<file path="config.mk">
export PLATFORM = sky130hd
export DESIGN_NAME = ppx_ecr
export DESIGN_NICKNAME = d
export VERILOG_FILES = /design/src/rtl/ppx_pkg.sv /design/src/rtl/ppx_ecr.sv
export SDC_FILE = /design/constraint.sdc
export NUM_CORES = 1
export LEC_CHECK = 0
export BUFFER_PORTS_ARGS = -buffer_cell sky130_fd_sc_hd__buf_2
export CAP_MARGIN = 0
export CORE_MARGIN = 3
export CORE_UTILIZATION = 41
export DETAILED_ROUTE_END_ITERATION = 8
export HOLD_SLACK_MARGIN = 0.06
export PLACE_DENSITY = 0.84
export RECOVER_POWER = 25
export SETUP_SLACK_MARGIN = 0.02
export SYNTH_ARGS = -nofsm -noshare
export SYNTH_HDL_FRONTEND = slang
export SYNTH_SLANG_ARGS = --single-unit
</file>
<file path="constraint.sdc">
create_clock -name clk -period 3.9 [get_ports clk]
set_clock_uncertainty 0.2 [all_clocks]
set_input_delay 0.78 -clock clk [delete_from_list [all_inputs] [get_ports clk]]
set_output_delay 0.78 -clock clk [all_outputs]
set_load 0.02 [all_outputs]
</file>
<file path="src/rtl/ppx_pkg.sv">
// package for the parallel port extended control register block
`default_nettype none
package ppx_pkg;
  localparam logic [9:0] PPX_OFS_CFG_A = 10'h400;
  localparam logic [9:0] PPX_OFS_CFG_B = 10'h401;
  localparam logic [9:0] PPX_OFS_ECR = 10'h402;
  localparam logic [7:0] PPX_CFG_A_VAL = 8'h10;
  localparam int PPX_MODE_HI = 7;
  localparam int PPX_MODE_LO = 5;
  localparam int PPX_FLT_BIT = 4;
  localparam int PPX_DMA_BIT = 3;
  localparam int PPX_SVC_BIT = 2;
  localparam int PPX_FULL_BIT = 1;
  localparam int PPX_EMPTY_BIT = 0;
  localparam int PPX_IRQ_LO = 3;
  localparam int PPX_IRQ_HI = 5;
  localparam int PPX_INTV_BIT = 6;
  localparam logic [4:0] PPX_ECR_RST = 5'h14;
  localparam logic [1:0] PPX_PULSE_CYC = 2'h3;

  typedef enum logic [2:0] {
    PPX_M_SPP = 3'b000,
    PPX_M_PS2 = 3'b001,
    PPX_M_FIFO = 3'b010,
    PPX_M_ECP = 3'b011,
    PPX_M_EPP = 3'b100,
    PPX_M_RSVD = 3'b101,
    PPX_M_TEST = 3'b110,
    PPX_M_CFG = 3'b111
  } ppx_mode_t;

  typedef struct packed {
    logic [9:0] addr;
    logic [7:0] wdata;
    logic wr;
    logic rd;
  } ppx_bus_t;

  typedef struct packed {
    logic [7:0] free_cnt;
    logic [7:0] fill_cnt;
    logic full;
    logic empty;
  } ppx_fifo_t;
endpackage : ppx_pkg
`default_nettype wire

</file>
<file path="src/rtl/ppx_ecr.sv">
// extended control register of the multi-mode parallel port
`default_nettype none
module ppx_ecr
  import ppx_pkg::*;
#(
  parameter logic [7:0] TX_FREE_LEVEL = 8'h08,
  parameter logic [7:0] RX_FILL_LEVEL = 8'h08
) (
  input wire logic clk,
  input wire logic rst,
  input wire ppx_bus_t bus,
  output logic [7:0] rdata,
  output logic rdata_hit,
  input wire ppx_fifo_t fifo,
  input wire logic fault_input_n,
  input wire logic dma_tc,
  input wire logic dir_bit,
  input wire logic [3:0] irq_channel,
  input wire logic epp_option_en,
  input wire logic irq_line_in,
  output logic [2:0] mode,
  output logic fifo_reset,
  output logic fifo_tx_std,
  output logic fifo_tx_ecp,
  output logic fifo_rx_ecp,
  output logic fifo_host_only,
  output logic epp_active,
  output logic cfg_regs_mapped,
  output logic data_read_pins,
  output logic data_out_en,
  output logic ctrl_push_pull,
  output logic dma_req_en,
  output logic irq_out,
  output logic irq_oe
);
  logic [2:0] mode_ff;
  logic fault_irq_disable_ff;
  logic transfer_engine_enable_ff;
  logic service_irq_mask_ff;
  logic fault_prev_ff;
  logic [1:0] pulse_cnt_ff;
  logic [2:0] irq_code;
  logic wr_ecr;
  logic svc_cond;
  logic svc_fire;
  logic flt_fire;
  logic dir_eff;
  logic dir_free;
  ppx_mode_t mode_q;
  logic [7:0] cfg_b;
  logic [7:0] nxt_rdata;
  logic nxt_rdata_hit;

  assign wr_ecr = bus.wr && (bus.addr == PPX_OFS_ECR);

  always_comb begin
    unique case (irq_channel)
      4'hF: irq_code = 3'h6;
      4'hE: irq_code = 3'h5;
      4'hB: irq_code = 3'h4;
      4'hA: irq_code = 3'h3;
      4'h9: irq_code = 3'h2;
      4'h7: irq_code = 3'h1;
      4'h5: irq_code = 3'h7;
      default: irq_code = 3'h0;
    endcase
  end

  always_ff @(posedge clk or posedge rst) begin
    if (rst) begin
      mode_ff <= PPX_M_SPP;
      fault_irq_disable_ff <= PPX_ECR_RST[PPX_FLT_BIT];
      transfer_engine_enable_ff <= PPX_ECR_RST[PPX_DMA_BIT];
    end else if (wr_ecr) begin
      mode_ff <= bus.wdata[PPX_MODE_HI:PPX_MODE_LO];
      fault_irq_disable_ff <= bus.wdata[PPX_FLT_BIT];
      transfer_engine_enable_ff <= bus.wdata[PPX_DMA_BIT];
    end
  end

  // service condition per dma/direction case
  always_comb begin
    if (transfer_engine_enable_ff)
      svc_cond = dma_tc;
    else if (!dir_eff)
      svc_cond = fifo.free_cnt >= TX_FREE_LEVEL;
    else
      svc_cond = fifo.fill_cnt >= RX_FILL_LEVEL;
  end

  // level conditions fire at once when bit 2 is cleared, so none are missed
  assign svc_fire = !service_irq_mask_ff && svc_cond;

  always_ff @(posedge clk or posedge rst) begin
    if (rst) begin
      service_irq_mask_ff <= PPX_ECR_RST[PPX_SVC_BIT];
    end else if (svc_fire) begin
      service_irq_mask_ff <= 1'b1;
    end else if (wr_ecr) begin
      service_irq_mask_ff <= bus.wdata[PPX_SVC_BIT];
    end
  end

  always_ff @(posedge clk or posedge rst) begin
    if (rst) begin
      fault_prev_ff <= 1'b1;
    end else begin
      fault_prev_ff <= fault_input_n;
    end
  end

  assign flt_fire = (mode_ff == PPX_M_ECP) && !fault_input_n &&
    ((!fault_irq_disable_ff && fault_prev_ff) ||
     (wr_ecr && fault_irq_disable_ff && !bus.wdata[PPX_FLT_BIT]));

  // short low pulse, then released for a shared line
  always_ff @(posedge clk or posedge rst) begin
    if (rst) begin
      pulse_cnt_ff <= 2'h0;
    end else if (svc_fire || flt_fire) begin
      pulse_cnt_ff <= PPX_PULSE_CYC;
    end else if (pulse_cnt_ff != 2'h0) begin
      pulse_cnt_ff <= pulse_cnt_ff - 2'h1;
    end
  end

  assign irq_out = 1'b0;
  assign irq_oe = pulse_cnt_ff != 2'h0;

  assign mode = mode_ff;
  assign mode_q = ppx_mode_t'(mode_ff);
  assign dir_eff = dir_bit && dir_free;
  assign data_out_en = !dir_eff;

  // every signal of this case spelled out per mode, so no mode inherits another's drive
  always_comb begin
    unique case (mode_q)
      PPX_M_SPP: begin
        fifo_reset = 1'b1;
        fifo_tx_std = 1'b0;
        fifo_tx_ecp = 1'b0;
        fifo_rx_ecp = 1'b0;
        fifo_host_only = 1'b0;
        epp_active = 1'b0;
        cfg_regs_mapped = 1'b0;
        data_read_pins = 1'b0;
        ctrl_push_pull = 1'b0;
        dir_free = 1'b0;
      end
      PPX_M_PS2: begin
        fifo_reset = 1'b0;
        fifo_tx_std = 1'b0;
        fifo_tx_ecp = 1'b0;
        fifo_rx_ecp = 1'b0;
        fifo_host_only = 1'b0;
        epp_active = 1'b0;
        cfg_regs_mapped = 1'b0;
        data_read_pins = 1'b1;
        ctrl_push_pull = 1'b1;
        dir_free = 1'b1;
      end
      PPX_M_FIFO: begin
        fifo_reset = 1'b0;
        fifo_tx_std = 1'b1;
        fifo_tx_ecp = 1'b0;
        fifo_rx_ecp = 1'b0;
        fifo_host_only = 1'b0;
        epp_active = 1'b0;
        cfg_regs_mapped = 1'b0;
        data_read_pins = 1'b1;
        ctrl_push_pull = 1'b1;
        dir_free = 1'b0;
      end
      PPX_M_ECP: begin
        fifo_reset = 1'b0;
        fifo_tx_std = 1'b0;
        fifo_tx_ecp = !dir_bit;
        fifo_rx_ecp = dir_bit;
        fifo_host_only = 1'b0;
        epp_active = 1'b0;
        cfg_regs_mapped = 1'b0;
        data_read_pins = 1'b1;
        ctrl_push_pull = 1'b1;
        dir_free = 1'b1;
      end
      PPX_M_EPP: begin
        fifo_reset = 1'b0;
        fifo_tx_std = 1'b0;
        fifo_tx_ecp = 1'b0;
        fifo_rx_ecp = 1'b0;
        fifo_host_only = 1'b0;
        epp_active = epp_option_en;
        cfg_regs_mapped = 1'b0;
        data_read_pins = 1'b1;
        ctrl_push_pull = 1'b1;
        dir_free = 1'b1;
      end
      PPX_M_RSVD: begin
        // reserved code behaves as a plain push-pull port
        fifo_reset = 1'b0;
        fifo_tx_std = 1'b0;
        fifo_tx_ecp = 1'b0;
        fifo_rx_ecp = 1'b0;
        fifo_host_only = 1'b0;
        epp_active = 1'b0;
        cfg_regs_mapped = 1'b0;
        data_read_pins = 1'b1;
        ctrl_push_pull = 1'b1;
        dir_free = 1'b1;
      end
      PPX_M_TEST: begin
        fifo_reset = 1'b0;
        fifo_tx_std = 1'b0;
        fifo_tx_ecp = 1'b0;
        fifo_rx_ecp = 1'b0;
        fifo_host_only = 1'b1;
        epp_active = 1'b0;
        cfg_regs_mapped = 1'b0;
        data_read_pins = 1'b1;
        ctrl_push_pull = 1'b1;
        dir_free = 1'b1;
      end
      PPX_M_CFG: begin
        fifo_reset = 1'b0;
        fifo_tx_std = 1'b0;
        fifo_tx_ecp = 1'b0;
        fifo_rx_ecp = 1'b0;
        fifo_host_only = 1'b0;
        epp_active = 1'b0;
        cfg_regs_mapped = 1'b1;
        data_read_pins = 1'b1;
        ctrl_push_pull = 1'b1;
        dir_free = 1'b1;
      end
    endcase
  end

  assign dma_req_en = transfer_engine_enable_ff &&
    !service_irq_mask_ff;

  always_comb begin
    cfg_b = 8'h00;
    cfg_b[PPX_IRQ_HI:PPX_IRQ_LO] = irq_code;
    cfg_b[PPX_INTV_BIT] = irq_line_in;
  end

  // unmapped reads return zero so a stale byte never leaks out
  always_comb begin
    nxt_rdata = 8'h00;
    nxt_rdata_hit = 1'b0;
    if (bus.rd && bus.addr == PPX_OFS_ECR) begin
      nxt_rdata = {mode_ff, fault_irq_disable_ff, transfer_engine_enable_ff,
        service_irq_mask_ff, fifo.full, fifo.empty};
      nxt_rdata_hit = 1'b1;
    end else if (bus.rd && cfg_regs_mapped &&
                 bus.addr == PPX_OFS_CFG_A) begin
      nxt_rdata = PPX_CFG_A_VAL;
      nxt_rdata_hit = 1'b1;
    end else if (bus.rd && cfg_regs_mapped &&
                 bus.addr == PPX_OFS_CFG_B) begin
      nxt_rdata = cfg_b;
      nxt_rdata_hit = 1'b1;
    end
  end

  always_ff @(posedge clk or posedge rst) begin
    if (rst) begin
      rdata <= 8'h00;
      rdata_hit <= 1'b0;
    end else begin
      rdata <= nxt_rdata;
      rdata_hit <= nxt_rdata_hit;
    end
  end
endmodule : ppx_ecr
`default_nettype wire

</file>
==> metrics.csv, run 1 <==
stage;metric;value;unit
layout;stdcell_count;190;
clocking;root_buffer;clkbuf_4;
synth;netlist_area;942.2;um2
synth;synth_seq_cells;18;
worst_hold_path;worstHoldPathType;reg2reg;
worst_setup_path;r2r-start;mode[0];
worst_hold_path;whs_endpoint;pulse_cnt_ff[0];
sta;timing.final.crit_share;0.6246;
routing;dr.first_iter.drc_count;20;
layout;multi_input_area;435.4;um2
global_route;grt_pass1_wl;3615;um
clocking;cts_inserted_buffers;3;
layout;fillers;180;
die;ioPinCount;74;
synth;avgSynthCellArea;9.713;um2
worst_setup_path;ff2ff_setup_slack;1.97;ns
global_route;grtUsageTotal;0.1767;
die;dieHeight;53.94;um
sta;min_period;2.436;ns
clocking;ctsHoldBuffers;0;
clocking;post_cts_buffers;0;
routing;drt_first_pass_iters;6;
synth;synth_compound_area_frac;0.1169;
worst_setup_path;critPathKind;reg2out;
routing;wirelength;2503;um
routing;viasPerCell;5.163;
worst_setup_path;crit_path_end_kind;primary output;
clocking;htreeDepth;1;
routing;wl_per_cell;13.17;um
worst_setup_path;start_kind;register;
die;initial_core_util;0.4569;
synth;synth_top_cell_area_share;0.3984;
sta;worst_slew_pin_slew;0.6522;ns
sta;grt_setup_unrepaired;no;
routing;antenna_left;0;
power;ir_drop;0.1785;mV
power;power_density;325.9;mW/mm2
synth;synth_top_area_cell;dfrtp_1;
synth;synthSimpleGateAreaFrac;0.2390;
sta;finalSetupTns;0;ns
power;p_leak;0.7409;nW
layout;diodes;0;
synth;ys_warn_count;0;
worst_hold_path;holdPathStages;2;
die;std_cell_rows;16;
synth;synth-seq-area-share;0.4821;
worst_setup_path;critPathRequiredTime;2.92;ns
sta;max_freq;410.5;MHz
worst_setup_path;reg2reg_depth;5;
global_route;grt_pass1_vias;852;
sta;setup_violations;0;
worst_setup_path;max_stage_delay;0.51;ns
synth;synthAdderAreaFrac;0.01328;
synth;synth-main-ff-cell;dfrtp_1;
worst_hold_path;worstHoldStart;pulse_cnt_ff[0];
placed_design;numPortBuffers;64;
synth;syn_nets;147;
worst_setup_path;critical_path.slowest_cell;dfrtp_1;
sta;slew_headroom;0.5647;
clocking;clock_path_buffers;2;
worst_setup_path;worst_r2r_endpoint;pulse_cnt_ff[1];
clocking;cts_tree;done;
layout;drive_above_1_share;0.4601;
layout;synthToLayoutAreaGrowth;39.71;%
global_route;overflow;0;
worst_setup_path;crit_fanout;10;
layout;final_common_cell;buf_2;
global_route;antenna_found_initial;0;
layout;post-route-util;0.6384;
synth;netlist_instances;97;
clocking;clkTransAtPathRegs;0.09;ns
routing;post-route-drc-count;0;
layout;regArea;454.2;um2
routing;via_count;981;
flow_run;cap_viol_max_count;0;
die;fp.dieW;53.94;um
synth;synth_top_family_by_area;simple AND/OR/NAND/NOR gates;
die;fp.dieArea;0.002909;mm2
worst_setup_path;cp.arrival;1.46;ns
clocking;clock_latency;0.29;ns
synth;synth_edf_count;0;
synth;synth.distinct_cells;33;
sta;finalHoldViolCount;0;
clocking;cts_resized;0;
clocking;cts.sinks;18;
layout;mostFrequentLayoutCells;buf_2, dfrtp_1, inv_1;
synth;synth_mux_area_frac;0.07039;
layout;final_net_count;214;
outcome;status;completed;
sta;drv_slew;0;
synth;synthArstFlopShare;1.000;
global_route;grt_max_degree;19;
synth;synth_xor_xnor_area_share;0.01859;
placed_design;dp_hpwl;2076;um
sta;hold_ws;0.3542;ns
placed_design;dp.cells;186;
synth;synth_area_leaders;dfrtp_1, dfstp_2, mux2_2;
placed_design;gp_congestion;0.7683;
worst_setup_path;crit_chain;or3_1 > inv_1 > buf_2;
die;core_area;0.002062;mm2
==> final cells by class <==
cell class                 instances  share of cell area
inverter                          10             0.02852
sequential                        18              0.3451
timing repair buffer              64              0.2424
multi-input combinational         67              0.3308
clock buffer                       4             0.02757
tap                               27             0.02567
==> worst max-delay path by stage <==
stage                      end  slack, ns  cells after the start           from
2_1_floorplan       epp_active       1.49                      1  epp_option_en
5_1_grt            data_out_en       1.38                      2        mode[0]
6_report            fifo_reset       1.46                      3        mode[0]
3_3_place_gp   pulse_cnt_ff[1]       1.53                      6        bus[13]
4_1_cts             fifo_reset       1.45                      3        mode[0]
3_5_place_dp   pulse_cnt_ff[1]       1.48                      6       fifo[17]
==> critical path: cells and delay by family (launching register included) <==
kind / cells / cell delay [ns]
buf+inv: 2 / 0.24
simple gates: 1 / 0.43
flops: 1 / 0.51
==> synthesized netlist by cell type, types with 3 or more instances <==
cell type / instances
a22o_1: 3
dfstp_2: 3
nor3b_1: 3
nor2_1: 9
inv_1: 10
nor3_1: 3
and2_1: 4
nand2_1: 5
o21ai_0: 4
dfrtp_1: 15
a21oi_1: 4
mux2_2: 5
nor2b_1: 3
nand3_1: 3
==> logic make-up (layout without fill, tap and decap cells) <==
logic type	Yosys count	in the layout
and+or+nand+nor	41	41
DFF	18	18
AOI/OAI and AO/OA	16	16
buffers and inverters	12	78
muxes	6	6
xor gates and xnor gates	2	2
adders and majority gates	1	1
other	1	1
==> state kept, by name, summed over array words and instances (netlist names) <==
| signal | flops |
|---|---|
| transfer_engine_enable_ff | 1 |
| service_irq_mask_ff | 1 |
| mode | 3 |
| fault_prev_ff | 1 |
| rdata_hit | 1 |
| rdata | 8 |
| pulse_cnt_ff | 2 |
| fault_irq_disable_ff | 1 |
==> where the power goes <==
group | internal, W | switching [W] | total [W] | leakage, nW
clock network | 0.0000569 | 0.0000538 | 0.000111 | 0.0210
logic | 0.0000515 | 0.0000583 | 0.000110 | 0.484
registers | 0.000201 | 0.00000749 | 0.000209 | 0.236
total | 0.000309 | 0.000120 | 0.000429 | 0.741
==> stage by stage <==
stage                     setup slack (ns)  instance area, um2  power [W]
after global placement               1.530                1281  0.0003139
final                                1.464                1316  0.0004290
after detailed placement             1.480                1281  0.0003216
after CTS                            1.452                1318  0.0004342
after floorplan                      1.487               942.2  0.0002792
after global routing                 1.383                1316  0.0004554
==> per-layer routing <==
layer,track usage,vias to the layer above,routed length [um]
met5,0,-,0
met4,0.06383,0,15
met3,0.04432,4,261
met2,0.3306,56,1350
met1,0.1879,453,875
li1,-,468,-
(Power assumes the default switching activity.)
==> inputs of run 2 (changes only) <==
- CORE_UTILIZATION: 41 -> 38
- PLACE_DENSITY: 0.84 -> 0.79
- clock period: 3.9 -> 2.39 ns (I/O delays scaled with it)
==> metrics.csv, run 2 (synthesized netlist as in run 1, its figures left out) <==
stage;metric;value;unit;change
sta;max_freq;478.5;MHz;
placed_design;dpl_worst_slack;0.2152;ns;-1.265 ns
clocking;ctsHoldBuffers;0;;unchanged
global_route;overflow;0;;unchanged
routing;via_count;935;;-4.7%
worst_setup_path;crit_fanout;10;;unchanged
worst_setup_path;ff2ff_setup_slack;0.59;ns;-1.38 ns
layout;stdcell_count;191;;+0.53%
die;initial_core_util;0.4140;;-0.04295
sta;slew_headroom;0.5747;;+0.01002
routing;wl_per_cell;11.70;um;-11%
clocking;clkTransAtPathRegs;0.10;ns;about the same
layout;fillers;207;;+15%
layout;final_common_cell;buf_2;;
layout;diodes;0;;unchanged
outcome;status;completed;;
sta;timing.final.crit_share;0.8743;;
clocking;post_cts_buffers;0;;unchanged
global_route;antenna_found_initial;0;;unchanged
die;std_cell_rows;17;;+1
routing;dr.first_iter.drc_count;5;;-75%
clocking;htreeDepth;1;;unchanged
clocking;cts_tree;done;;
die;core_area;0.002276;mm2;+10%
routing;viasPerCell;4.895;;-5.2%
die;ioPinCount;74;;unchanged
global_route;grtUsageTotal;0.1536;;-0.02316
sta;setup_violations;0;;unchanged
layout;mostFrequentLayoutCells;buf_2, dfrtp_1, inv_1;;
power;p_leak;0.7409;nW;unchanged
placed_design;numPortBuffers;64;;unchanged
routing;met1_length;818;um;-6.5%
layout;regMostFlops;rdata;;
worst_hold_path;worstHoldPathType;in2async;;
worst_setup_path;critPathRequiredTime;1.71;ns;-1.21 ns
routing;post-route-drc-count;0;;unchanged
routing;met2_length;1237;um;-8.4%
layout;largest_reg_flops;8;;unchanged
worst_setup_path;r2r-start;mode[0];;
placed_design;gp_congestion;0.7984;;+3.9%
worst_setup_path;startpoint;mode[0];;
clocking;root_buffer;clkbuf_4;;
die;dieHeight;55.80;um;+3.4%
placed_design;dp_hpwl;1915;um;-7.7%
power;total_power;0.0006996;W;+63%
clocking;cts_resized;0;;unchanged
layout;drive_above_1_share;0.4601;;unchanged
placed_design;dp.cells;187;;+0.54%
worst_setup_path;critPathKind;reg2out;;
sta;finalHoldViolCount;0;;unchanged
routing;drt_first_pass_iters;4;;-2
layout;final_net_count;214;;unchanged
flow_run;cap_viol_max_count;0;;unchanged
routing;wl_met3;147;um;-44%
layout;regArea;454.2;um2;unchanged
global_route;grt_pass1_wl;3815;um;+5.5%
routing;dr.max_layer_used;met4;;
worst_setup_path;cp.arrival;1.41;ns;-0.05 ns
layout;synthToLayoutAreaGrowth;39.84;%;about the same
clocking;cts.sinks;18;;unchanged
sta;finalSetupTns;0;ns;unchanged
clocking;clock_path_buffers;2;;unchanged
sta;drv_slew;0;;unchanged
routing;wirelength;2235;um;-11%
power;ir_drop;0.3551;mV;+99%
die;fp.dieW;55.80;um;+3.4%
worst_setup_path;crit_path_end_kind;primary output;;
sta;grt_setup_unrepaired;no;;
layout;multi_input_area;435.4;um2;unchanged
clocking;cts_inserted_buffers;3;;unchanged
sta;setup_ws;0.3004;ns;-1.164 ns
sta;min_period;2.090;ns;
global_route;grt_pass1_vias;926;;+8.7%
clocking;clock_latency;0.29;ns;about the same
sta;hold_ws;0.05455;ns;-0.2996 ns
die;fp.dieArea;0.003113;mm2;+7.0%
sta;worst_slew_pin_slew;0.6372;ns;-0.01501 ns
global_route;grt_max_degree;19;;unchanged
power;power_density;531.0;mW/mm2;+63%
worst_setup_path;start_kind;register;;
routing;antenna_left;0;;unchanged
==> run 2: cell counts in the layout (fill, tap and decap cells not counted) <==
Identical to the previous run, type by type.
==> run 2: final timing paths <==
| path | endpoint | cells past startpoint |
|---|---|---|
| min in group clk | fault_prev_ff | 1 |
| worst min register to register | pulse_cnt_ff[0] | 2 |
| worst max-delay path | fifo_reset | 3 |
| worst min-delay path | rdata_hit | 2 |
| worst max register to register | pulse_cnt_ff[1] | 5 |
| max in group asynchronous | rdata[2] | 2 |
==> run 2: metrics by stage <==
stage / area, um2 / utilization
after floorplan: 942.2 / -
after global placement: 1282 / 0.5635
after detailed placement: 1282 / 0.5635
after CTS: 1319 / 0.5794
after global routing: 1318 / 0.5789
final: 1318 / 0.5789
==> run 2: cell type report <==
| type | instances | area share |
|---|---|---|
| Clock buffer | 4 | 0.02754 |
| Inverter | 10 | 0.02849 |
| Timing Repair Buffer | 64 | 0.2422 |
| Multi-Input combinational cell | 67 | 0.3305 |
| Tap cell | 28 | 0.02659 |
| Sequential cell | 18 | 0.3447 |
==> run 2: where the power goes <==
| group | leakage (nW) | internal [W] | switching, W |
|---|---|---|---|
| Combinational | 0.484 | 0.0000840 | 0.0000922 |
| Sequential | 0.236 | 0.000328 | 0.0000126 |
| Clock | 0.0210 | 0.0000928 | 0.0000899 |
| Total | 0.741 | 0.000505 | 0.000195 |
==> run 2: routing by layer <==
layer | up-vias | global-route usage
li1 | 466 | -
met4 | 0 | 0.06944
met5 | - | 0
met1 | 432 | 0.1637
met2 | 33 | 0.2889
met3 | 4 | 0.02784
==> run 2: critical path, stage by stage, from the launching register on <==
cell	delay, ns
dfrtp_1	0.49
or3_1	0.41
inv_1	0.06
buf_2	0.15
